===== src/dcp_crc8.sv =====
// Shared constants and types for the chain packet field logic, plus the packet check accumulator
`timescale 1ns/100ps

package dcp_pkg;

	// Command bytes
	localparam logic [7:0] CMD_ADDR_ASSIGN = 8'h57;    // chain_address_assign
	localparam logic [7:0] CMD_WRITE_BC    = 8'h02;    // chain_write_broadcast
	localparam logic [7:0] CMD_READ_BC     = 8'h03;    // chain_read_broadcast
	localparam logic [2:0] CMD_WRITE_SG    = 3'h4;     // chain_write_single, low bits
	localparam logic [2:0] CMD_READ_SG     = 3'h5;     // chain_read_single, low bits

	// Byte positions inside a packet, counted from the command byte
	localparam logic [7:0] IDX_CMD     = 8'h00;        // Command byte
	localparam logic [7:0] IDX_REG     = 8'h01;        // Register address byte
	localparam logic [7:0] IDX_FILL_LO = 8'h02;        // First fill byte, also assigned address
	localparam logic [7:0] IDX_FILL_HI = 8'h03;        // Second fill byte
	localparam logic [7:0] IDX_WR_PEC  = 8'h04;        // Packet check byte of a write
	localparam logic [7:0] IDX_RS_DC   = 8'h04;        // Summary byte of a single read

	// Register offsets on the software port
	localparam logic [3:0] REG_CONFIG  = 4'h0;         // device_config_one
	localparam logic [3:0] REG_ADDRESS = 4'h1;         // Device and first address
	localparam logic [3:0] REG_STATUS  = 4'h2;         // Alert status

	// Field positions
	localparam int CFG_ALIVE_BIT  = 0;                 // alive_count_enable
	localparam int CFG_UNLOCK_BIT = 1;                 // addr_rewrite_unlock
	localparam int ADR_FIRST_LSB  = 8;                 // first_addr_field low bit
	localparam int STS_PEC_BIT    = 0;                 // packet_check_alert
	localparam int SUM_PEC_BIT    = 7;                 // Summary: packet check alert
	localparam int SUM_DIAG_BIT   = 6;                 // Summary: safety diagnostics
	localparam int SUM_OTHER_BIT  = 5;                 // Summary: any other status alert
	localparam int SUM_OV_BIT     = 2;                 // Summary: overvoltage
	localparam int SUM_UV_BIT     = 1;                 // Summary: undervoltage

	// Reset values
	localparam logic       RST_ALIVE_EN  = 1'b0;       // Alive counting off
	localparam logic       RST_UNLOCK    = 1'b1;       // Addresses may be assigned after reset
	localparam logic [4:0] RST_ADDR      = 5'h00;      // Device and first address
	localparam logic [7:0] CRC_INIT      = 8'h00;      // Packet check seed
	localparam logic [7:0] CRC_POLY      = 8'h07;      // Packet check polynomial

	// Packet kinds, one-hot
	typedef enum logic [6:0] {
		KIND_IDLE     = 7'b0000001,
		KIND_PASS     = 7'b0000010,
		KIND_ASSIGN   = 7'b0000100,
		KIND_WRITE_BC = 7'b0001000,
		KIND_WRITE_SG = 7'b0010000,
		KIND_READ_BC  = 7'b0100000,
		KIND_READ_SG  = 7'b1000000
	} dcp_kind_t;

	// One byte step of the packet check, most significant bit first
	function automatic logic [7:0] crc8Step(input logic [7:0] crc, input logic [7:0] data, input logic [7:0] poly);
		logic [7:0] c;
		c = crc ^ data;
		for (int i = 0; i < 8; i++) begin
			c = c[7] ? ((c << 1) ^ poly) : (c << 1);
		end
		return c;
	endfunction : crc8Step

endpackage : dcp_pkg

// Running packet check over a byte stream, restarted by clr
module dcp_crc8 #(
	parameter logic [7:0] POLY = dcp_pkg::CRC_POLY
) (
	input  wire logic       ref_clk,
	input  wire logic       nrst,
	input  wire logic       clr,
	input  wire logic       en,
	input  wire logic [7:0] dataByte,
	output logic [7:0]      crcQ
);
	import dcp_pkg::*;

	// Restart takes the first byte at once so the command byte is covered
	always_ff @(posedge ref_clk or negedge nrst) begin
		if (!nrst) begin
			crcQ <= CRC_INIT;
		end else if (clr) begin
			crcQ <= en ? crc8Step(CRC_INIT, dataByte, POLY) : CRC_INIT;
		end else if (en) begin
			crcQ <= crc8Step(crcQ, dataByte, POLY);
		end
	end

endmodule : dcp_crc8


===== src/dcp_packet_fields.sv =====
// Per-device packet field processing for the daisy-chained battery monitor link
// Operation
// - Summary byte in reads; single read: addressed only
// - OR own status into incoming summary byte
// - Check mismatch sets alert; summary bits 7, 5
// - Summary bits 6, 2, 1, 5 map alerts
// - Check bits 4, 3, 0 forwarded unchanged
// - Write happens only when packet check matches
// - Reads carry recomputed check over transmitted bytes
// - Alive counter follows check when enabled
// - Broadcast: all increment; single: addressed increments
// - Alive counter wraps FFh to 00h
// - Check excludes alive; mismatch still increments
// - Read broadcast: own data right after register address
// - Assignment stores address, forwards it plus one
// - Downstack path forwards assignment unchanged
// - Assignment clears unlock; locked ignores assignment
//
// Design decisions made here: the address map and the strobed register port.
`timescale 1ns/100ps

module dcp_packet_fields (
	input  wire logic        ref_clk,
	input  wire logic        nrst,
	// Received byte stream from the lower neighbour
	input  wire logic        rxValid,
	input  wire logic        rxFirst,
	input  wire logic [7:0]  rxByte,
	input  wire logic        rxStop,
	input  wire logic        upstackPath,
	// Forwarded byte stream to the next neighbour
	output logic             txValid,
	output logic             txFirst,
	output logic [7:0]       txByte,
	output logic             txStop,
	// Status alert levels from the monitor core
	input  wire logic        safetyDiagAlertOne,
	input  wire logic        safetyDiagAlertTwo,
	input  wire logic        overvoltageAlert,
	input  wire logic        undervoltageAlert,
	input  wire logic        otherStatusAlert,
	// Internal register file access for read and write commands
	output logic [7:0]       regSelAddr,
	input  wire logic [15:0] regRdData,
	output logic             regWrStrobe,
	output logic [7:0]       regWrAddr,
	output logic [15:0]      regWrData,
	// Software register port
	input  wire logic [3:0]  swAddr,
	input  wire logic [15:0] swWrData,
	input  wire logic        swWr,
	input  wire logic        swRd,
	output logic [15:0]      swRdData,
	output logic             packetCheckAlert
);
	import dcp_pkg::*;

	dcp_kind_t   kind_q;                 // Kind of the packet in flight
	logic [7:0]  idx_q;                  // Index of the next received byte
	logic [7:0]  regAddr_q;              // Captured register address byte
	logic [7:0]  wrLsb_q;                // Captured write data low byte
	logic [7:0]  wrMsb_q;                // Captured write data high byte
	logic [7:0]  buf0_q;                 // Oldest delayed byte of a broadcast read
	logic [7:0]  buf1_q;                 // Newest delayed byte
	logic        bufPec0_q;              // Oldest delayed byte is the packet check slot
	logic        bufPec1_q;              // Newest delayed byte is the packet check slot
	logic        aliveEn_q;              // alive_count_enable
	logic        unlock_q;               // addr_rewrite_unlock
	logic [4:0]  devAddr_q;              // device_addr_field
	logic [4:0]  firstAddr_q;            // first_addr_field
	logic        pecAlert_q;             // packet_check_alert, sticky
	logic        txValid_q;
	logic        txFirst_q;
	logic [7:0]  txByte_q;
	logic        txStop_q;
	logic        regWrStrobe_q;
	logic [15:0] swRdData_q;

	dcp_kind_t   kindNow;                // Kind valid in the current byte's cycle
	logic [7:0]  curIdx;                 // Index of the current byte
	logic [4:0]  chainPos;               // Devices below this one
	logic [7:0]  dcIdx;                  // Received summary byte position
	logic [7:0]  pecIdx;                 // Received packet check position
	logic [7:0]  aliveIdx;               // Received alive counter position
	logic        isRead;
	logic        isWrite;
	logic        roleDc;
	logic        rolePec;
	logic        roleAlive;
	logic [7:0]  ownSummary;             // This device's summary contribution
	logic [7:0]  procByte;               // Current byte after field edits
	logic [7:0]  txByte_d;               // Byte emitted this cycle
	logic        txCrcEn;                // Emitted byte is covered by the check
	logic [7:0]  crcRxQ;                 // Check over received bytes so far
	logic [7:0]  crcTxQ;                 // Check over emitted bytes so far
	logic        pecMatch;
	logic        pecMismatch;
	logic        assignTake;             // Valid address assignment this cycle
	logic        cfgWrite;

	// Classify a command byte from the viewpoint of this device
	function automatic dcp_kind_t decodeKind(input logic [7:0] cmd, input logic [4:0] da, input logic up);
		dcp_kind_t k;
		k = KIND_PASS;
		if (!up) begin
			k = KIND_PASS;
		end else if (cmd == CMD_ADDR_ASSIGN) begin
			k = KIND_ASSIGN;
		end else if (cmd == CMD_WRITE_BC) begin
			k = KIND_WRITE_BC;
		end else if (cmd == CMD_READ_BC) begin
			k = KIND_READ_BC;
		end else if (cmd[2:0] == CMD_WRITE_SG && cmd[7:3] == da) begin
			k = KIND_WRITE_SG;
		end else if (cmd[2:0] == CMD_READ_SG && cmd[7:3] == da) begin
			k = KIND_READ_SG;
		end
		return k;
	endfunction : decodeKind

	// Byte position and packet kind of the current byte
	always_comb begin
		curIdx  = rxFirst ? IDX_CMD : idx_q;
		kindNow = rxFirst ? decodeKind(rxByte, devAddr_q, upstackPath) : kind_q;
	end

	// Field positions; a broadcast read grows by one pair per lower device
	always_comb begin
		chainPos = 5'(devAddr_q - firstAddr_q);
		isRead   = (kindNow == KIND_READ_BC) || (kindNow == KIND_READ_SG);
		isWrite  = (kindNow == KIND_WRITE_BC) || (kindNow == KIND_WRITE_SG);
		dcIdx    = (kindNow == KIND_READ_BC) ? 8'(IDX_FILL_LO + {2'h0, chainPos, 1'b0}) : IDX_RS_DC;
		pecIdx   = isWrite ? IDX_WR_PEC : 8'(dcIdx + 8'h01);
		aliveIdx = 8'(pecIdx + 8'h01);
		roleDc    = isRead && (curIdx == dcIdx);
		rolePec   = (isRead || isWrite) && (curIdx == pecIdx);
		roleAlive = (isRead || isWrite) && aliveEn_q && (curIdx == aliveIdx);
	end

	// Own summary bits; the check bits stay zero so received values pass
	always_comb begin
		ownSummary = 8'h00;
		ownSummary[SUM_PEC_BIT]   = pecAlert_q;
		ownSummary[SUM_DIAG_BIT]  = safetyDiagAlertOne | safetyDiagAlertTwo;
		ownSummary[SUM_OTHER_BIT] = otherStatusAlert | pecAlert_q;
		ownSummary[SUM_OV_BIT]    = overvoltageAlert;
		ownSummary[SUM_UV_BIT]    = undervoltageAlert;
	end

	// Edit the current byte according to its role
	always_comb begin
		procByte = rxByte;
		if (roleDc) begin
			procByte = rxByte | ownSummary;
		end else if (roleAlive) begin
			procByte = 8'(rxByte + 8'h01);
		end else if (kindNow == KIND_READ_SG && curIdx == IDX_FILL_LO) begin
			procByte = regRdData[7:0];
		end else if (kindNow == KIND_READ_SG && curIdx == IDX_FILL_HI) begin
			procByte = regRdData[15:8];
		end else if (assignTake) begin
			procByte = {rxByte[7:5], 5'(rxByte[4:0] + 5'h01)};
		end
	end

	// Choose the emitted byte; a broadcast read runs two bytes late after its own data
	always_comb begin
		txByte_d = procByte;
		txCrcEn  = 1'b0;
		if (kindNow == KIND_READ_BC) begin
			if (curIdx == IDX_FILL_LO) begin
				txByte_d = regRdData[7:0];
			end else if (curIdx == IDX_FILL_HI) begin
				txByte_d = regRdData[15:8];
			end else if (curIdx > IDX_FILL_HI) begin
				txByte_d = bufPec0_q ? crcTxQ : buf0_q;
			end
			txCrcEn = (curIdx < 8'(pecIdx + 8'h02));
		end else if (kindNow == KIND_READ_SG) begin
			txByte_d = rolePec ? crcTxQ : procByte;
			txCrcEn  = (curIdx < pecIdx);
		end
	end

	// Check comparison on the received packet check slot
	always_comb begin
		pecMatch    = rxValid && rolePec && (rxByte == crcRxQ);
		pecMismatch = rxValid && rolePec && (rxByte != crcRxQ);
		assignTake  = rxValid && (kindNow == KIND_ASSIGN) && (curIdx == IDX_FILL_LO)
			&& unlock_q && (regAddr_q == 8'h00);
		cfgWrite    = swWr && (swAddr == REG_CONFIG);
	end

	// Check over received bytes, alive counter left out
	dcp_crc8 #(
		.POLY     (CRC_POLY)
	) uRxCrc (
		.ref_clk  (ref_clk),
		.nrst     (nrst),
		.clr      (rxValid && rxFirst),
		.en       (rxValid && (curIdx < pecIdx)),
		.dataByte (rxByte),
		.crcQ     (crcRxQ)
	);

	// Check over the bytes this device actually sends on
	dcp_crc8 #(
		.POLY     (CRC_POLY)
	) uTxCrc (
		.ref_clk  (ref_clk),
		.nrst     (nrst),
		.clr      (rxValid && rxFirst),
		.en       (rxValid && (rxFirst || txCrcEn)),
		.dataByte (txByte_d),
		.crcQ     (crcTxQ)
	);

	// Packet tracking: kind and byte position
	always_ff @(posedge ref_clk or negedge nrst) begin
		if (!nrst) begin
			kind_q <= KIND_IDLE;
			idx_q  <= 8'h00;
		end else if (rxStop) begin
			kind_q <= KIND_IDLE;
			idx_q  <= 8'h00;
		end else if (rxValid) begin
			kind_q <= kindNow;
			idx_q  <= (curIdx == 8'hFF) ? curIdx : 8'(curIdx + 8'h01);     // Saturates on runaway frames
		end
	end

	// Two-byte delay line; the last pair at stop is dropped, shrinking the fill area
	always_ff @(posedge ref_clk or negedge nrst) begin
		if (!nrst) begin
			buf0_q    <= 8'h00;
			buf1_q    <= 8'h00;
			bufPec0_q <= 1'b0;
			bufPec1_q <= 1'b0;
		end else if (rxValid) begin
			buf0_q    <= buf1_q;
			buf1_q    <= procByte;
			bufPec0_q <= bufPec1_q;
			bufPec1_q <= rolePec;
		end
	end

	// Forwarded stream, one cycle behind the received one
	always_ff @(posedge ref_clk or negedge nrst) begin
		if (!nrst) begin
			txValid_q <= 1'b0;
			txFirst_q <= 1'b0;
			txByte_q  <= 8'h00;
			txStop_q  <= 1'b0;
		end else begin
			txValid_q <= rxValid;
			txFirst_q <= rxValid && rxFirst;
			txStop_q  <= rxStop;
			if (rxValid) begin
				txByte_q <= txByte_d;
			end
		end
	end

	// Capture register address and write data; write only on a matching check
	always_ff @(posedge ref_clk or negedge nrst) begin
		if (!nrst) begin
			regAddr_q     <= 8'h00;
			wrLsb_q       <= 8'h00;
			wrMsb_q       <= 8'h00;
			regWrStrobe_q <= 1'b0;
		end else begin
			regWrStrobe_q <= rxValid && isWrite && pecMatch;
			if (rxValid && curIdx == IDX_REG) begin
				regAddr_q <= rxByte;
			end
			if (rxValid && isWrite && curIdx == IDX_FILL_LO) begin
				wrLsb_q <= rxByte;
			end
			if (rxValid && isWrite && curIdx == IDX_FILL_HI) begin
				wrMsb_q <= rxByte;
			end
		end
	end

	// Sticky check alert; a new mismatch beats a software clear
	always_ff @(posedge ref_clk or negedge nrst) begin
		if (!nrst) begin
			pecAlert_q <= 1'b0;
		end else if (pecMismatch) begin
			pecAlert_q <= 1'b1;
		end else if (swWr && swAddr == REG_STATUS && swWrData[STS_PEC_BIT]) begin
			pecAlert_q <= 1'b0;
		end
	end

	// Configuration; a software unlock in the same cycle beats the hardware lock
	always_ff @(posedge ref_clk or negedge nrst) begin
		if (!nrst) begin
			aliveEn_q <= RST_ALIVE_EN;
			unlock_q  <= RST_UNLOCK;
		end else if (cfgWrite) begin
			aliveEn_q <= swWrData[CFG_ALIVE_BIT];
			unlock_q  <= swWrData[CFG_UNLOCK_BIT];
		end else if (assignTake) begin
			unlock_q  <= 1'b0;
		end
	end

	// Addresses: own address from assignment, first address from software
	always_ff @(posedge ref_clk or negedge nrst) begin
		if (!nrst) begin
			devAddr_q   <= RST_ADDR;
			firstAddr_q <= RST_ADDR;
		end else begin
			if (assignTake) begin
				devAddr_q <= rxByte[4:0];
			end
			if (swWr && swAddr == REG_ADDRESS) begin
				firstAddr_q <= swWrData[ADR_FIRST_LSB +: 5];
			end
		end
	end

	// Software read data, one cycle after the strobe; unmapped reads zero
	always_ff @(posedge ref_clk or negedge nrst) begin
		if (!nrst) begin
			swRdData_q <= 16'h0000;
		end else if (swRd) begin
			case (swAddr)
				REG_CONFIG: begin
					swRdData_q <= {14'h0000, unlock_q, aliveEn_q};
				end
				REG_ADDRESS: begin
					swRdData_q <= {3'h0, firstAddr_q, 3'h0, devAddr_q};
				end
				REG_STATUS: begin
					swRdData_q <= {10'h000, otherStatusAlert, undervoltageAlert, overvoltageAlert,
						safetyDiagAlertTwo, safetyDiagAlertOne, pecAlert_q};
				end
				default: begin
					swRdData_q <= 16'h0000;
				end
			endcase
		end else begin
			swRdData_q <= 16'h0000;
		end
	end

	// Outputs
	assign txValid          = txValid_q;
	assign txFirst          = txFirst_q;
	assign txByte           = txByte_q;
	assign txStop           = txStop_q;
	assign regSelAddr       = regAddr_q;
	assign regWrStrobe      = regWrStrobe_q;
	assign regWrAddr        = regAddr_q;
	assign regWrData        = {wrMsb_q, wrLsb_q};
	assign swRdData         = swRdData_q;
	assign packetCheckAlert = pecAlert_q;

	// Every received byte leaves one cycle later
	stream_follow_a: assert property (@(posedge ref_clk) disable iff (!nrst)
		rxValid |=> txValid_q) else $error("received byte not forwarded");

	// A write strobe needs a matching packet check one cycle before
	write_on_match_a: assert property (@(posedge ref_clk) disable iff (!nrst)
		regWrStrobe_q |-> $past(rxValid && rolePec && isWrite && rxByte == crcRxQ))
		else $error("write without matching check");

	// Alive counter wraps to zero in place
	alive_wrap_a: assert property (@(posedge ref_clk) disable iff (!nrst)
		rxValid && roleAlive && kindNow != KIND_READ_BC && rxByte == 8'hFF |=> txByte_q == 8'h00)
		else $error("alive counter did not wrap");

	// Check bits of the summary pass untouched
	check_bits_a: assert property (@(posedge ref_clk) disable iff (!nrst)
		rxValid && roleDc && kindNow == KIND_READ_SG
		|=> txByte_q[4] == $past(rxByte[4]) && txByte_q[3] == $past(rxByte[3]) && txByte_q[0] == $past(rxByte[0]))
		else $error("summary check bits altered");

	// A mismatch raises the alert and it shows in the summary
	pec_alert_a: assert property (@(posedge ref_clk) disable iff (!nrst)
		pecMismatch |=> pecAlert_q && ownSummary[SUM_PEC_BIT] && ownSummary[SUM_OTHER_BIT])
		else $error("check alert not raised");

	// Assignment locks further assignments
	assign_lock_a: assert property (@(posedge ref_clk) disable iff (!nrst)
		assignTake && !cfgWrite |=> !unlock_q ##1 !assignTake)
		else $error("assignment left unlocked");

	// Assignment forwards the address plus one and keeps it
	assign_incr_a: assert property (@(posedge ref_clk) disable iff (!nrst)
		assignTake |=> txByte_q[4:0] == 5'($past(rxByte[4:0]) + 5'h01) && devAddr_q == $past(rxByte[4:0]))
		else $error("assigned address not forwarded plus one");

	// Return path forwards bytes unchanged
	downstack_pass_a: assert property (@(posedge ref_clk) disable iff (!nrst)
		rxValid && rxFirst && !upstackPath ##1 (rxValid && !rxFirst) |=> txByte_q == $past(rxByte))
		else $error("return path altered a byte");

	// Broadcast read places own data right after the register address
	own_data_a: assert property (@(posedge ref_clk) disable iff (!nrst)
		rxValid && kindNow == KIND_READ_BC && curIdx == IDX_FILL_LO
		##1 (rxValid && kindNow == KIND_READ_BC && curIdx == IDX_FILL_HI)
		|=> txByte_q == $past(regRdData[15:8]) && $past(txByte_q) == $past(regRdData[7:0], 2))
		else $error("own read data misplaced");

endmodule : dcp_packet_fields


===== config.mk =====
export PLATFORM = sky130hd
export DESIGN_NAME = dcp_packet_fields
export DESIGN_NICKNAME = d
export VERILOG_FILES = /design/src/dcp_crc8.sv /design/src/dcp_packet_fields.sv
export SDC_FILE = /design/constraint.sdc
export NUM_CORES = 1
export LEC_CHECK = 0
export ABC_AREA = 1
export BUFFER_PORTS_ARGS = -buffer_cell sky130_fd_sc_hd__buf_2
export CORE_AREA = 8 8 188 190
export CTS_BUF_LIST = sky130_fd_sc_hd__clkbuf_16
export DETAILED_ROUTE_END_ITERATION = 8
export DIE_AREA = 0 0 196 198
export MAX_ROUTING_LAYER = met4
export PLACE_DENSITY = 0.53
export REMOVE_ABC_BUFFERS = 1
export SETUP_SLACK_MARGIN = 0.02
export SYNTH_ARGS = -nofsm -noshare
export SYNTH_HDL_FRONTEND = slang
export SYNTH_HIERARCHICAL = 1
export SYNTH_SLANG_ARGS = --single-unit

===== constraint.sdc =====
create_clock -name ref_clk -period 5.6 [get_ports ref_clk]
set_input_delay 0.28 -clock ref_clk [delete_from_list [all_inputs] [get_ports ref_clk]]
set_output_delay 0.28 -clock ref_clk [all_outputs]
set_load 0.1 [all_outputs]

==> impl_metrics.json, run 1 <==
{
  "gpl.final_weighted_congestion": 0.907,
  "worstPathMaxFanout": 8,
  "io_buffers": 103,
  "power.ir.vdd_worst_uv": 360,
  "synth_cell_types": 57,
  "largest_stage_delay_worst_path_ns": 0.44,
  "overflow": 0,
  "ys_seq_area_frac": 0.307,
  "viasPerCell": 4.78,
  "synth_enable_flop_cells": 0,
  "cts_setup_buffers": 0,
  "rows": 66,
  "floorplan.initialDensity": 0.276,
  "worstPathRequired_ns": 5.86,
  "holdCritPathClass": "primary input to asynchronous set/reset pin",
  "detailed_placement_wirelength_estimate_um": 22600,
  "dpl_cell_area_um2": 9800,
  "grt_setup_unrepaired": "no",
  "timing.final.hold_violations": 5,
  "crit_type": "flip-flop to flip-flop",
  "cp_endpoint_kind": "flip-flop",
  "whs_ns": -0.00455,
  "vias_in_the_first_global_route": 8490,
  "grt_pass1_wl_um": 45900,
  "critical_path.most_common_cell": "sky130_fd_sc_hd__nand2_1",
  "tns_ns": 0,
  "drive_gt1_frac": 0.199,
  "ctsLongestPathBuffers": 2,
  "dieArea_um2": 38800,
  "outcome": "finished, violations left",
  "count_of_yosys_warnings_during_synthesis": 6,
  "final-max-slew-violation-count": 0,
  "instances_no_fill": 1792,
  "cts_inserted_buffers": 9,
  "fp.dieH_um": 198,
  "number_of_detailed_routing_iterations_run_before_antenna_repair": 5,
  "drv.max_cap_violation_count": 0,
  "ios": 118,
  "clock_tree.root_cell": "sky130_fd_sc_hd__clkbuf_16",
  "setup.worst_path.start_class": "flip-flop",
  "max_freq_ghz": 0.195,
  "num-nets-final": 1461,
  "drc": 0,
  "clkTransAtPathRegs_ns": 0.09,
  "post-route-cell-area_um2": 10100,
  "synth_top_flop_cell": "sky130_fd_sc_hd__dfrtp_1",
  "arrival_ns": 5.40,
  "number_of_antenna_violations_at_the_first_check_in_global_routing": 4,
  "slew_headroom": 0.238,
  "cts_tree": "done",
  "report.final.setup_viol": 0,
  "floorplan.core_area_um2": 32200,
  "overall_fraction_of_global_route_tracks_in_use": 0.153,
  "violations": "hold timing",
  "total_detailed_routing_wirelength_um": 28800,
  "power.density_cell_area_nw_per_um2": 272,
  "wire_length_per_cell_um": 16.1,
  "htree_levels": 3,
  "post-place-cells": 1772,
  "postSynthCellCount": 1285,
  "critical-path-slowest-cell": "sky130_fd_sc_hd__fa_1",
  "post_synthesis_instance_area_um2": 8880,
  "grt_start_max_net_pins": 65,
  "worstMarginPinSlew_ns": 1.14,
  "syn_area_per_cell_um2": 6.91,
  "dr.first_iter.drc_count": 529,
  "hold_buffers": 0,
  "leakagePower_nw": 5.29,
  "ys_seq_elements": 109,
  "async_flop_share": 1.00,
  "insertion_delay_ns": 0.37,
  "syn2layout_area_growth_pct": 14.2,
  "final_period_minus_worst_setup_slack_ns": 5.14,
  "die_w_um": 196,
  "route.vias.total": 8559,
  "clock-sinks": 109,
  "ant_nets": 0,
  "worst_clock_skew_ns": 0.0133,
  "min_period_over_period": 0.918
}
==> metrics by stage <==
step	setup WS (ns)	power, mW	util
final	0.459	2.75	0.315
after global routing	0.0488	2.94	0.315
after global placement	0.451	2.05	0.304
after detailed placement	0.408	2.06	0.304
after CTS	0.423	2.78	0.314
after floorplan	1.21	1.80	-
==> metal layers <==
metal	wire length, um	up-vias	share of wire	GRT usage
li1	-	4290	-	-
met1	13700	4003	0.48	0.199
met2	13000	239	0.45	0.244
met3	1620	27	0.056	0.0278
met4	520	0	0.018	0.0359
met5	0	-	0	-
==> area by class of cell <==
type	count	area [um2]
flip-flops and latches	109	2730
multi-input cells	988	5350
inverters	144	549
diodes	4	10.0
clock buffers	9	225
fillers	3529	22100
well taps	408	510
repair buffers	123	668
clock inverters	7	96.3
==> state kept, by name (all words and copies together), names as in the netlist, 5 cells and up <==
signal and flops:
txByte 8, wrLsb_q 8, buf0_q 8, swRdData 11
buf1_q 8, uTxCrc/crcQ 8, devAddr_q 5, wrMsb_q 8
regSelAddr 8, kind_q 7, uRxCrc/crcQ 8, firstAddr_q 5
idx_q 8
==> worst paths after layout <==
| path | slack, ns | depth (start not counted) | startpoint | endpoint |
|---|---|---|---|---|
| max | 0.46 | 38 | devAddr_q[0]$_DFFE_PN0N_ | uTxCrc/crcQ[2]$_DFFE_PN0P_ |
| min | -0.005 | 1 | nrst | swRdData[11]$_DFF_PN0_ |
| max reg2reg | 0.46 | 38 | devAddr_q[0]$_DFFE_PN0N_ | uTxCrc/crcQ[2]$_DFFE_PN0P_ |
| min reg2reg | 0.48 | 2 | txByte[6]$_DFFE_PN0P_ | txByte[6]$_DFFE_PN0P_ |
| max in group asynchronous | 4.44 | 2 | nrst | uTxCrc/crcQ[0]$_DFFE_PN0P_ |
| min in group ref_clk | 0.09 | 1 | rxStop | txStop$_DFF_PN0_ |
==> synthesized netlist by cell type (2+ instances only) <==
cell type	number	area share
sky130_fd_sc_hd__a31oi_1	10	0.0070
sky130_fd_sc_hd__buf_4	16	0.014
sky130_fd_sc_hd__nand4_1	18	0.013
sky130_fd_sc_hd__ha_1	28	0.039
sky130_fd_sc_hd__o22ai_2	2	0.0028
sky130_fd_sc_hd__buf_2	12	0.0068
sky130_fd_sc_hd__a221oi_1	8	0.0079
sky130_fd_sc_hd__xor2_1	31	0.031
sky130_fd_sc_hd__xnor2_2	2	0.0037
sky130_fd_sc_hd__o221ai_1	2	0.0020
sky130_fd_sc_hd__nand3_1	88	0.050
sky130_fd_sc_hd__dfstp_2	2	0.0059
sky130_fd_sc_hd__xnor2_1	20	0.020
sky130_fd_sc_hd__o21bai_1	7	0.0059
sky130_fd_sc_hd__nand2_1	403	0.17
sky130_fd_sc_hd__nor3_1	13	0.0073
sky130_fd_sc_hd__o21ai_0	75	0.042
sky130_fd_sc_hd__nor2_1	94	0.040
sky130_fd_sc_hd__nand3_4	3	0.0059
sky130_fd_sc_hd__o21ai_2	4	0.0039
sky130_fd_sc_hd__o21a_1	17	0.014
sky130_fd_sc_hd__a21oi_2	2	0.0020
sky130_fd_sc_hd__inv_4	3	0.0021
sky130_fd_sc_hd__nand3_2	12	0.014
sky130_fd_sc_hd__buf_6	3	0.0038
sky130_fd_sc_hd__clkinv_1	2	0.00085
sky130_fd_sc_hd__nor2_2	10	0.0070
sky130_fd_sc_hd__clkbuf_1	15	0.0063
sky130_fd_sc_hd__dfrtp_1	107	0.30
sky130_fd_sc_hd__a21oi_1	29	0.016
sky130_fd_sc_hd__o22ai_1	5	0.0035
sky130_fd_sc_hd__o21ai_1	8	0.0045
sky130_fd_sc_hd__conb_1	2	0.00085
sky130_fd_sc_hd__or2_2	5	0.0035
sky130_fd_sc_hd__inv_2	13	0.0055
sky130_fd_sc_hd__nor3_2	2	0.0023
sky130_fd_sc_hd__nand3b_1	2	0.0017
sky130_fd_sc_hd__nand2_4	13	0.016
sky130_fd_sc_hd__nand2_2	44	0.031
sky130_fd_sc_hd__o211ai_1	2	0.0017
sky130_fd_sc_hd__nor2_4	11	0.014
sky130_fd_sc_hd__inv_1	125	0.053
==> cells by family after synthesis <==
logic type	after synthesis	share of synthesized area
AOI/OAI and AO/OA	175	0.118
muxes	1	0.00127
DFF	109	0.307
and+or+nand+nor	724	0.383
xor gates and xnor gates	53	0.0540
adders and majority gates	29	0.0417
other	2	0.000846
buffers and inverters	192	0.0933
==> layout by cell type (no fill, tap or decap), types with 7 or more instances in the layout <==
| cell | count |
|---|---|
| sky130_fd_sc_hd__nor2_2 | 10 |
| sky130_fd_sc_hd__nand3_1 | 88 |
| sky130_fd_sc_hd__inv_1 | 125 |
| sky130_fd_sc_hd__nand2_2 | 44 |
| sky130_fd_sc_hd__a221oi_1 | 8 |
| sky130_fd_sc_hd__a21oi_1 | 29 |
| sky130_fd_sc_hd__nor2_1 | 94 |
| sky130_fd_sc_hd__o21a_1 | 17 |
| sky130_fd_sc_hd__o21ai_0 | 75 |
| sky130_fd_sc_hd__o21bai_1 | 7 |
| sky130_fd_sc_hd__xnor2_1 | 20 |
| sky130_fd_sc_hd__nand4_1 | 18 |
| sky130_fd_sc_hd__nor2_4 | 11 |
| sky130_fd_sc_hd__nor3_1 | 12 |
| sky130_fd_sc_hd__inv_2 | 13 |
| sky130_fd_sc_hd__clkbuf_16 | 9 |
| sky130_fd_sc_hd__buf_2 | 102 |
| sky130_fd_sc_hd__xor2_1 | 30 |
| sky130_fd_sc_hd__nand3_2 | 12 |
| sky130_fd_sc_hd__a31oi_1 | 10 |
| sky130_fd_sc_hd__o21ai_1 | 8 |
| sky130_fd_sc_hd__nand2_1 | 403 |
| sky130_fd_sc_hd__ha_1 | 28 |
| sky130_fd_sc_hd__nand2_4 | 13 |
| sky130_fd_sc_hd__buf_4 | 21 |
| sky130_fd_sc_hd__dfrtp_1 | 107 |
==> report_power, final <==
group	internal [mW]	switching (mW)	total, mW	leakage, nW
Combinational	0.293	0.788	1.08	3.74
Sequential	0.874	0.0981	0.972	1.40
Clock	0.330	0.371	0.701	0.156
Total	1.50	1.26	2.75	5.29
==> worst max-delay path, delay by kind of cell, from the launching register on <==
family,cells,cell delay [ns]
AND/OR/NAND/NOR,25,2.60
buffers and inverters,7,0.50
flip-flops,1,0.41
XOR/XNOR,2,0.52
adder cells (fa/ha/maj),3,0.91
AO/OA/AOI/OAI,1,0.09
==> timing repair <==
item | CTS | global route
endpoints found under the setup margin | 0 | 2
hold endpoints to repair | 0 | 0
resized for setup | 0 | 1
No activity file was read; power rests on OpenSTA's default activity.
==> inputs of run 2 (changes only) <==
--- a/config.mk
+++ b/config.mk
@@ -7,12 +7,14 @@
 export LEC_CHECK = 0
 export ABC_AREA = 1
 export BUFFER_PORTS_ARGS = -buffer_cell sky130_fd_sc_hd__buf_2
+export CELL_PAD_IN_SITES_DETAIL_PLACEMENT = 0
+export CELL_PAD_IN_SITES_GLOBAL_PLACEMENT = 1
 export CORE_AREA = 8 8 188 190
 export CTS_BUF_LIST = sky130_fd_sc_hd__clkbuf_16
 export DETAILED_ROUTE_END_ITERATION = 8
 export DIE_AREA = 0 0 196 198
 export MAX_ROUTING_LAYER = met4
-export PLACE_DENSITY = 0.53
+export PLACE_DENSITY = 0.66
 export REMOVE_ABC_BUFFERS = 1
 export SETUP_SLACK_MARGIN = 0.02
 export SYNTH_ARGS = -nofsm -noshare
==> impl_metrics.json, run 2 (synthesis results as in run 1) <==
{
  "final_period_minus_worst_setup_slack_ns": 4.96,
  "dr.first_iter.drc_count": 542,
  "slew_headroom": 0.243,
  "ios": 118,
  "power.total_mw": 2.73,
  "layout_commonest_cell": "sky130_fd_sc_hd__nand2_1",
  "crit-reg2reg-capture": "uTxCrc/crcQ[2]$_DFFE_PN0P_",
  "grt_pass1_wl_um": 46800,
  "outcome": "complete, no violations",
  "total_detailed_routing_wirelength_um": 29500,
  "tns_ns": 0,
  "final-max-slew-violation-count": 0,
  "fp.dieH_um": 198,
  "syn2layout_area_growth_pct": 14.3,
  "number_of_antenna_violations_at_the_first_check_in_global_routing": 2,
  "worstMarginPinSlew_ns": 1.13,
  "timing.reg2reg.worst_path_depth": 38,
  "clkTransAtPathRegs_ns": 0.08,
  "power.ir.vdd_worst_uv": 368,
  "wire_length_per_cell_um": 16.4,
  "crit_path_setup_slack_layout_ns": 0.645,
  "worst_setup_path_startpoint": "devAddr_q[0]$_DFFE_PN0N_",
  "mostFrequentLayoutCells": "403 x sky130_fd_sc_hd__nand2_1, 126 x sky130_fd_sc_hd__inv_1, 107 x sky130_fd_sc_hd__dfrtp_1",
  "route.vias.total": 8483,
  "insertion_delay_ns": 0.37,
  "drv.max_cap_violation_count": 0,
  "floorplan.core_area_um2": 32200,
  "layout.filler_cells": 3571,
  "overall_fraction_of_global_route_tracks_in_use": 0.158,
  "grt_start_max_net_pins": 61,
  "largest_stage_delay_worst_path_ns": 0.55,
  "drc": 0,
  "critical_path.most_common_cell": "sky130_fd_sc_hd__nand2_1",
  "viasPerCell": 4.73,
  "floorplan.initialDensity": 0.276,
  "htree_levels": 3,
  "die_w_um": 196,
  "min_period_over_period": 0.885,
  "cts_inserted_buffers": 9,
  "rows": 66,
  "crit_type": "flip-flop to flip-flop",
  "multiInputGateArea_um2": 5360,
  "ant_nets": 0,
  "report.final.setup_viol": 0,
  "worstPathMaxFanout": 8,
  "overflow": 0,
  "place_ws_ns": 0.467,
  "clock_tree.root_cell": "sky130_fd_sc_hd__clkbuf_16",
  "reg2reg_from": "devAddr_q[0]$_DFFE_PN0N_",
  "timing.final.hold_violations": 0,
  "worstPathRequired_ns": 5.86,
  "clock-sinks": 109,
  "critical-path-slowest-cell": "sky130_fd_sc_hd__fa_1",
  "holdCritPathClass": "primary input to flip-flop",
  "leakagePower_nw": 5.31,
  "gpl.final_weighted_congestion": 0.879,
  "seq_area_um2": 2730,
  "dieArea_um2": 38800,
  "num-nets-final": 1466,
  "worst_clock_skew_ns": 0.0167,
  "max_freq_ghz": 0.202,
  "cp-endpoint": "uTxCrc/crcQ[2]$_DFFE_PN0P_",
  "cp_endpoint_kind": "flip-flop",
  "reg2reg_slack_ns": 0.64,
  "vias_in_the_first_global_route": 8396,
  "detailed_placement_wirelength_estimate_um": 23100,
  "largest_register_ff_count": 11,
  "drive_gt1_frac": 0.201,
  "ctsLongestPathBuffers": 2,
  "grt_setup_unrepaired": "no",
  "number_of_detailed_routing_iterations_run_before_antenna_repair": 5,
  "setup.worst_path.start_class": "flip-flop",
  "arrival_ns": 5.21,
  "cts_tree": "done",
  "io_buffers": 103,
  "power.density_cell_area_nw_per_um2": 269
}
## run 2: cell types whose count changed in the layout (fill, tap and decap cells not counted)
cell | previous run | this run
sky130_fd_sc_hd__buf_4 | 21 | 25
sky130_fd_sc_hd__clkinv_8 | 2 | 1
sky130_fd_sc_hd__diode_2 | 4 | 1
sky130_fd_sc_hd__dlygate4sd3_1 | 0 | 1
sky130_fd_sc_hd__inv_1 | 125 | 126
sky130_fd_sc_hd__inv_12 | 2 | 0
sky130_fd_sc_hd__inv_6 | 0 | 3
sky130_fd_sc_hd__inv_8 | 2 | 1
sky130_fd_sc_hd__xnor2_1 | 20 | 19
sky130_fd_sc_hd__xnor2_2 | 2 | 3
## run 2: repair_timing
action,4_1_cts,5_1_grt
endpoints found under the setup margin,0,8
buffers inserted,0,1
hold buffers,1,0
gates resized for setup,0,2
endpoints found under the hold margin,38,0
## run 2: worst min path at each step
| stage | start | endpoint | slack (ns) | depth (start not counted) |
|---|---|---|---|---|
| after global placement | nrst | swRdData[12]$_DFF_PN0_ | 0.37 | 1 |
| after detailed placement | nrst | swRdData[12]$_DFF_PN0_ | 0.37 | 1 |
| after CTS | rxStop | txStop$_DFF_PN0_ | 0.06 | 1 |
| after floorplan | nrst | aliveEn_q$_DFFE_PN0P_ | -0.02 | 0 |
| final | rxStop | txStop$_DFF_PN0_ | 0.06 | 1 |
| after global routing | rxStop | txStop$_DFF_PN0_ | 0.05 | 1 |
## run 2: per-stage QoR
step                area (um2)  instances  hold WS, ns   util
finish                   10100       1794       0.0594  0.315
global route             10100       1794       0.0517  0.315
CTS                      10100       1792       0.0559  0.314
detailed placement        9820       1775        0.373  0.305
global placement          9820       1775        0.367  0.305
floorplan                 8620       1241      -0.0156      -
## run 2: routing by layer
layer	GRT usage	wire, um
met1	0.210	14700
met5	-	0
met3	0.0258	1240
met2	0.248	13100
met4	0.0343	397
## run 2: area by class of cell
class	instances	area share
Tap cell	408	0.0503
Multi-Input combinational cell	988	0.528
Timing Repair Buffer	128	0.0698
Inverter	144	0.0541
Clock inverter	7	0.00653
Sequential cell	109	0.269
Antenna cell	1	0.000247
Clock buffer	9	0.0222
## run 2: report_power, final
part,switching [mW],internal [mW]
sequential,0.0963,0.874
clock,0.349,0.315
combinational,0.793,0.301
## run 2: worst max-delay path: cells and delay by family, from the launching register on
family,cells,cell delay (ns)
flip-flops,1,0.41
XOR/XNOR,1,0.20
AO/OA/AOI/OAI,1,0.09
buffers and inverters,6,0.43
adder cells (fa/ha/maj),4,1.19
AND/OR/NAND/NOR,26,2.52
==> inputs of run 3 (changes only) <==
--- a/config.mk
+++ b/config.mk
@@ -14,7 +14,7 @@
 export DETAILED_ROUTE_END_ITERATION = 8
 export DIE_AREA = 0 0 196 198
 export MAX_ROUTING_LAYER = met4
-export PLACE_DENSITY = 0.66
+export PLACE_DENSITY_LB_ADDON = 0.1
 export REMOVE_ABC_BUFFERS = 1
 export SETUP_SLACK_MARGIN = 0.02
 export SYNTH_ARGS = -nofsm -noshare
==> impl_metrics.json, run 3 (synthesis results as in run 1) <==
{
  "outcome": "complete, no violations",
  "timing.reg2reg.worst_path_depth": 38,
  "dieArea_um2": 38800,
  "crit-reg2reg-capture": "uTxCrc/crcQ[2]$_DFFE_PN0P_",
  "gpl.final_weighted_congestion": 0.810,
  "clock-sinks": 109,
  "setup.worst_path.start_class": "flip-flop",
  "route.vias.total": 8403,
  "seq_area_um2": 2730,
  "slew_headroom": 0.273,
  "ios": 118,
  "dr.first_iter.drc_count": 446,
  "arrival_ns": 5.32,
  "power.ir.vdd_worst_uv": 305,
  "worst_clock_skew_ns": 0.00825,
  "mostFrequentLayoutCells": "403 x sky130_fd_sc_hd__nand2_1, 126 x sky130_fd_sc_hd__inv_1, 107 x sky130_fd_sc_hd__dfrtp_1",
  "final_period_minus_worst_setup_slack_ns": 5.05,
  "timing.final.hold_violations": 0,
  "netSwitchingFraction": 0.449,
  "cts_tree": "done",
  "largest_stage_delay_worst_path_ns": 0.42,
  "number_of_detailed_routing_iterations_run_before_antenna_repair": 5,
  "power.density_cell_area_nw_per_um2": 271,
  "number_of_antenna_violations_at_the_first_check_in_global_routing": 1,
  "min_period_over_period": 0.901,
  "final-max-slew-violation-count": 0,
  "overflow": 0,
  "grt_start_max_net_pins": 60,
  "largest_register_ff_count": 11,
  "report.final.setup_viol": 0,
  "insertion_delay_ns": 0.38,
  "reg2reg_slack_ns": 0.55,
  "pwr-share-clk": 0.251,
  "cts_setup_buffers": 0,
  "grt_setup_unrepaired": "no",
  "power_switching_mw": 1.24,
  "syn2layout_area_growth_pct": 15.2,
  "io_buffers": 103,
  "crit_type": "flip-flop to flip-flop",
  "layout_commonest_cell": "sky130_fd_sc_hd__nand2_1",
  "critical_path.most_common_cell": "sky130_fd_sc_hd__nand2_1",
  "grt_pass1_wl_um": 50200,
  "cp-endpoint": "uTxCrc/crcQ[2]$_DFFE_PN0P_",
  "p_comb_frac": 0.397,
  "floorplan.core_area_um2": 32200,
  "cellInternalPower_mw": 1.53,
  "reg2reg_from": "devAddr_q[0]$_DFFE_PN0N_",
  "worst_setup_path_startpoint": "devAddr_q[0]$_DFFE_PN0N_",
  "critical-path-slowest-cell": "sky130_fd_sc_hd__fa_1",
  "detailed_placement_wirelength_estimate_um": 24700,
  "worstMarginPinSlew_ns": 1.08,
  "worstPathRequired_ns": 5.88,
  "viasPerCell": 4.66,
  "tns_ns": 0,
  "cp_endpoint_kind": "flip-flop",
  "ant_nets": 0,
  "fp.dieH_um": 198,
  "num-nets-final": 1477,
  "max_freq_ghz": 0.198,
  "clkTransAtPathRegs_ns": 0.08,
  "vias_in_the_first_global_route": 8497,
  "layout.filler_cells": 3602,
  "holdCritPathClass": "primary input to flip-flop",
  "rows": 66,
  "total_detailed_routing_wirelength_um": 31600,
  "drc": 0,
  "power_frac_seq": 0.352,
  "holdPathStages": 1,
  "core_util_final": 0.318,
  "ctsLongestPathBuffers": 2,
  "clock_tree.root_cell": "sky130_fd_sc_hd__clkbuf_16",
  "die_w_um": 196,
  "overall_fraction_of_global_route_tracks_in_use": 0.172,
  "drv.max_cap_violation_count": 0,
  "worstPathMaxFanout": 7,
  "htree_levels": 3,
  "leakagePower_nw": 5.36,
  "multiInputGateArea_um2": 5350,
  "drive_gt1_frac": 0.206,
  "wire_length_per_cell_um": 17.5,
  "floorplan.initialDensity": 0.276,
  "cts_inserted_buffers": 9
}
-- run 3: cell types whose count changed in the layout (fill, tap and decap cells not counted) --
cell | before | now
sky130_fd_sc_hd__buf_4 | 25 | 36
sky130_fd_sc_hd__bufinv_16 | 0 | 1
sky130_fd_sc_hd__clkinv_1 | 2 | 3
sky130_fd_sc_hd__clkinv_4 | 1 | 2
sky130_fd_sc_hd__clkinv_8 | 1 | 0
sky130_fd_sc_hd__inv_6 | 3 | 2
sky130_fd_sc_hd__inv_8 | 1 | 0
sky130_fd_sc_hd__xnor2_1 | 19 | 20
sky130_fd_sc_hd__xnor2_2 | 3 | 2
-- run 3: worst min path at each step --
stage / from / to / slack (ns)
after global placement: nrst / firstAddr_q[2]$_DFFE_PN0P_ / 0.37
final: rxStop / txStop$_DFF_PN0_ / 0.03
after CTS: rxStop / txStop$_DFF_PN0_ / 0.02
after detailed placement: nrst / firstAddr_q[2]$_DFFE_PN0P_ / 0.37
after global routing: rxStop / txStop$_DFF_PN0_ / 0.02
after floorplan: nrst / aliveEn_q$_DFFE_PN0P_ / -0.02
-- run 3: layer usage --
metal	up-vias	share of wire	global-route usage
met1	3911	0.51	0.232
met3	21	0.038	0.0316
met5	-	0	-
met4	0	0.014	0.0401
li1	4318	-	-
met2	153	0.44	0.264
-- run 3: stage by stage --
stage	hold WS, ns	std cells	instance area, um2	setup WS [ns]	total power, mW
after detailed placement	0.374	1787	9910	0.457	2.10
after global routing	0.0164	1805	10200	0.0321	2.98
after global placement	0.370	1787	9910	0.461	2.09
final	0.0343	1805	10200	0.554	2.77
after CTS	0.0152	1804	10200	0.429	2.82
after floorplan	-0.0156	1241	8620	1.21	1.80
-- run 3: what timing repair did --
item / in CTS / in global routing
setup endpoints to repair: 0 / 6
hold endpoints to repair: 48 / 0
gates resized for setup: 0 / 1
hold buffers: 1 / 0
-- run 3: critical path: cells and delay by family (launching register included) --
family / cells / cell delay [ns]
and+or+nand+nor: 26 / 2.57
adders and majority gates: 3 / 0.88
xor gates and xnor gates: 2 / 0.53
buffers and inverters: 6 / 0.46
DFF: 1 / 0.41
AOI/OAI and AO/OA: 1 / 0.09
-- run 3: layout make-up --
class | instances | share of cell area
multi-input combinational | 988 | 0.523
clock inverter | 7 | 0.00709
tap | 408 | 0.0499
antenna | 1 | 0.000245
inverter | 144 | 0.0537
sequential | 109 | 0.267
clock buffer | 9 | 0.0220
timing repair buffer | 139 | 0.0773
-- run 3: power groups by stage --
stage / logic, mW / clock network (mW) / registers [mW]
6_report: 1.10 / 0.696 / 0.973
5_1_grt: 1.23 / 0.761 / 0.990
4_1_cts: 1.11 / 0.735 / 0.976
3_5_place_dp: 1.11 / 0 / 0.991
3_3_place_gp: 1.11 / 0 / 0.990
2_1_floorplan: 0.574 / 0 / 1.22
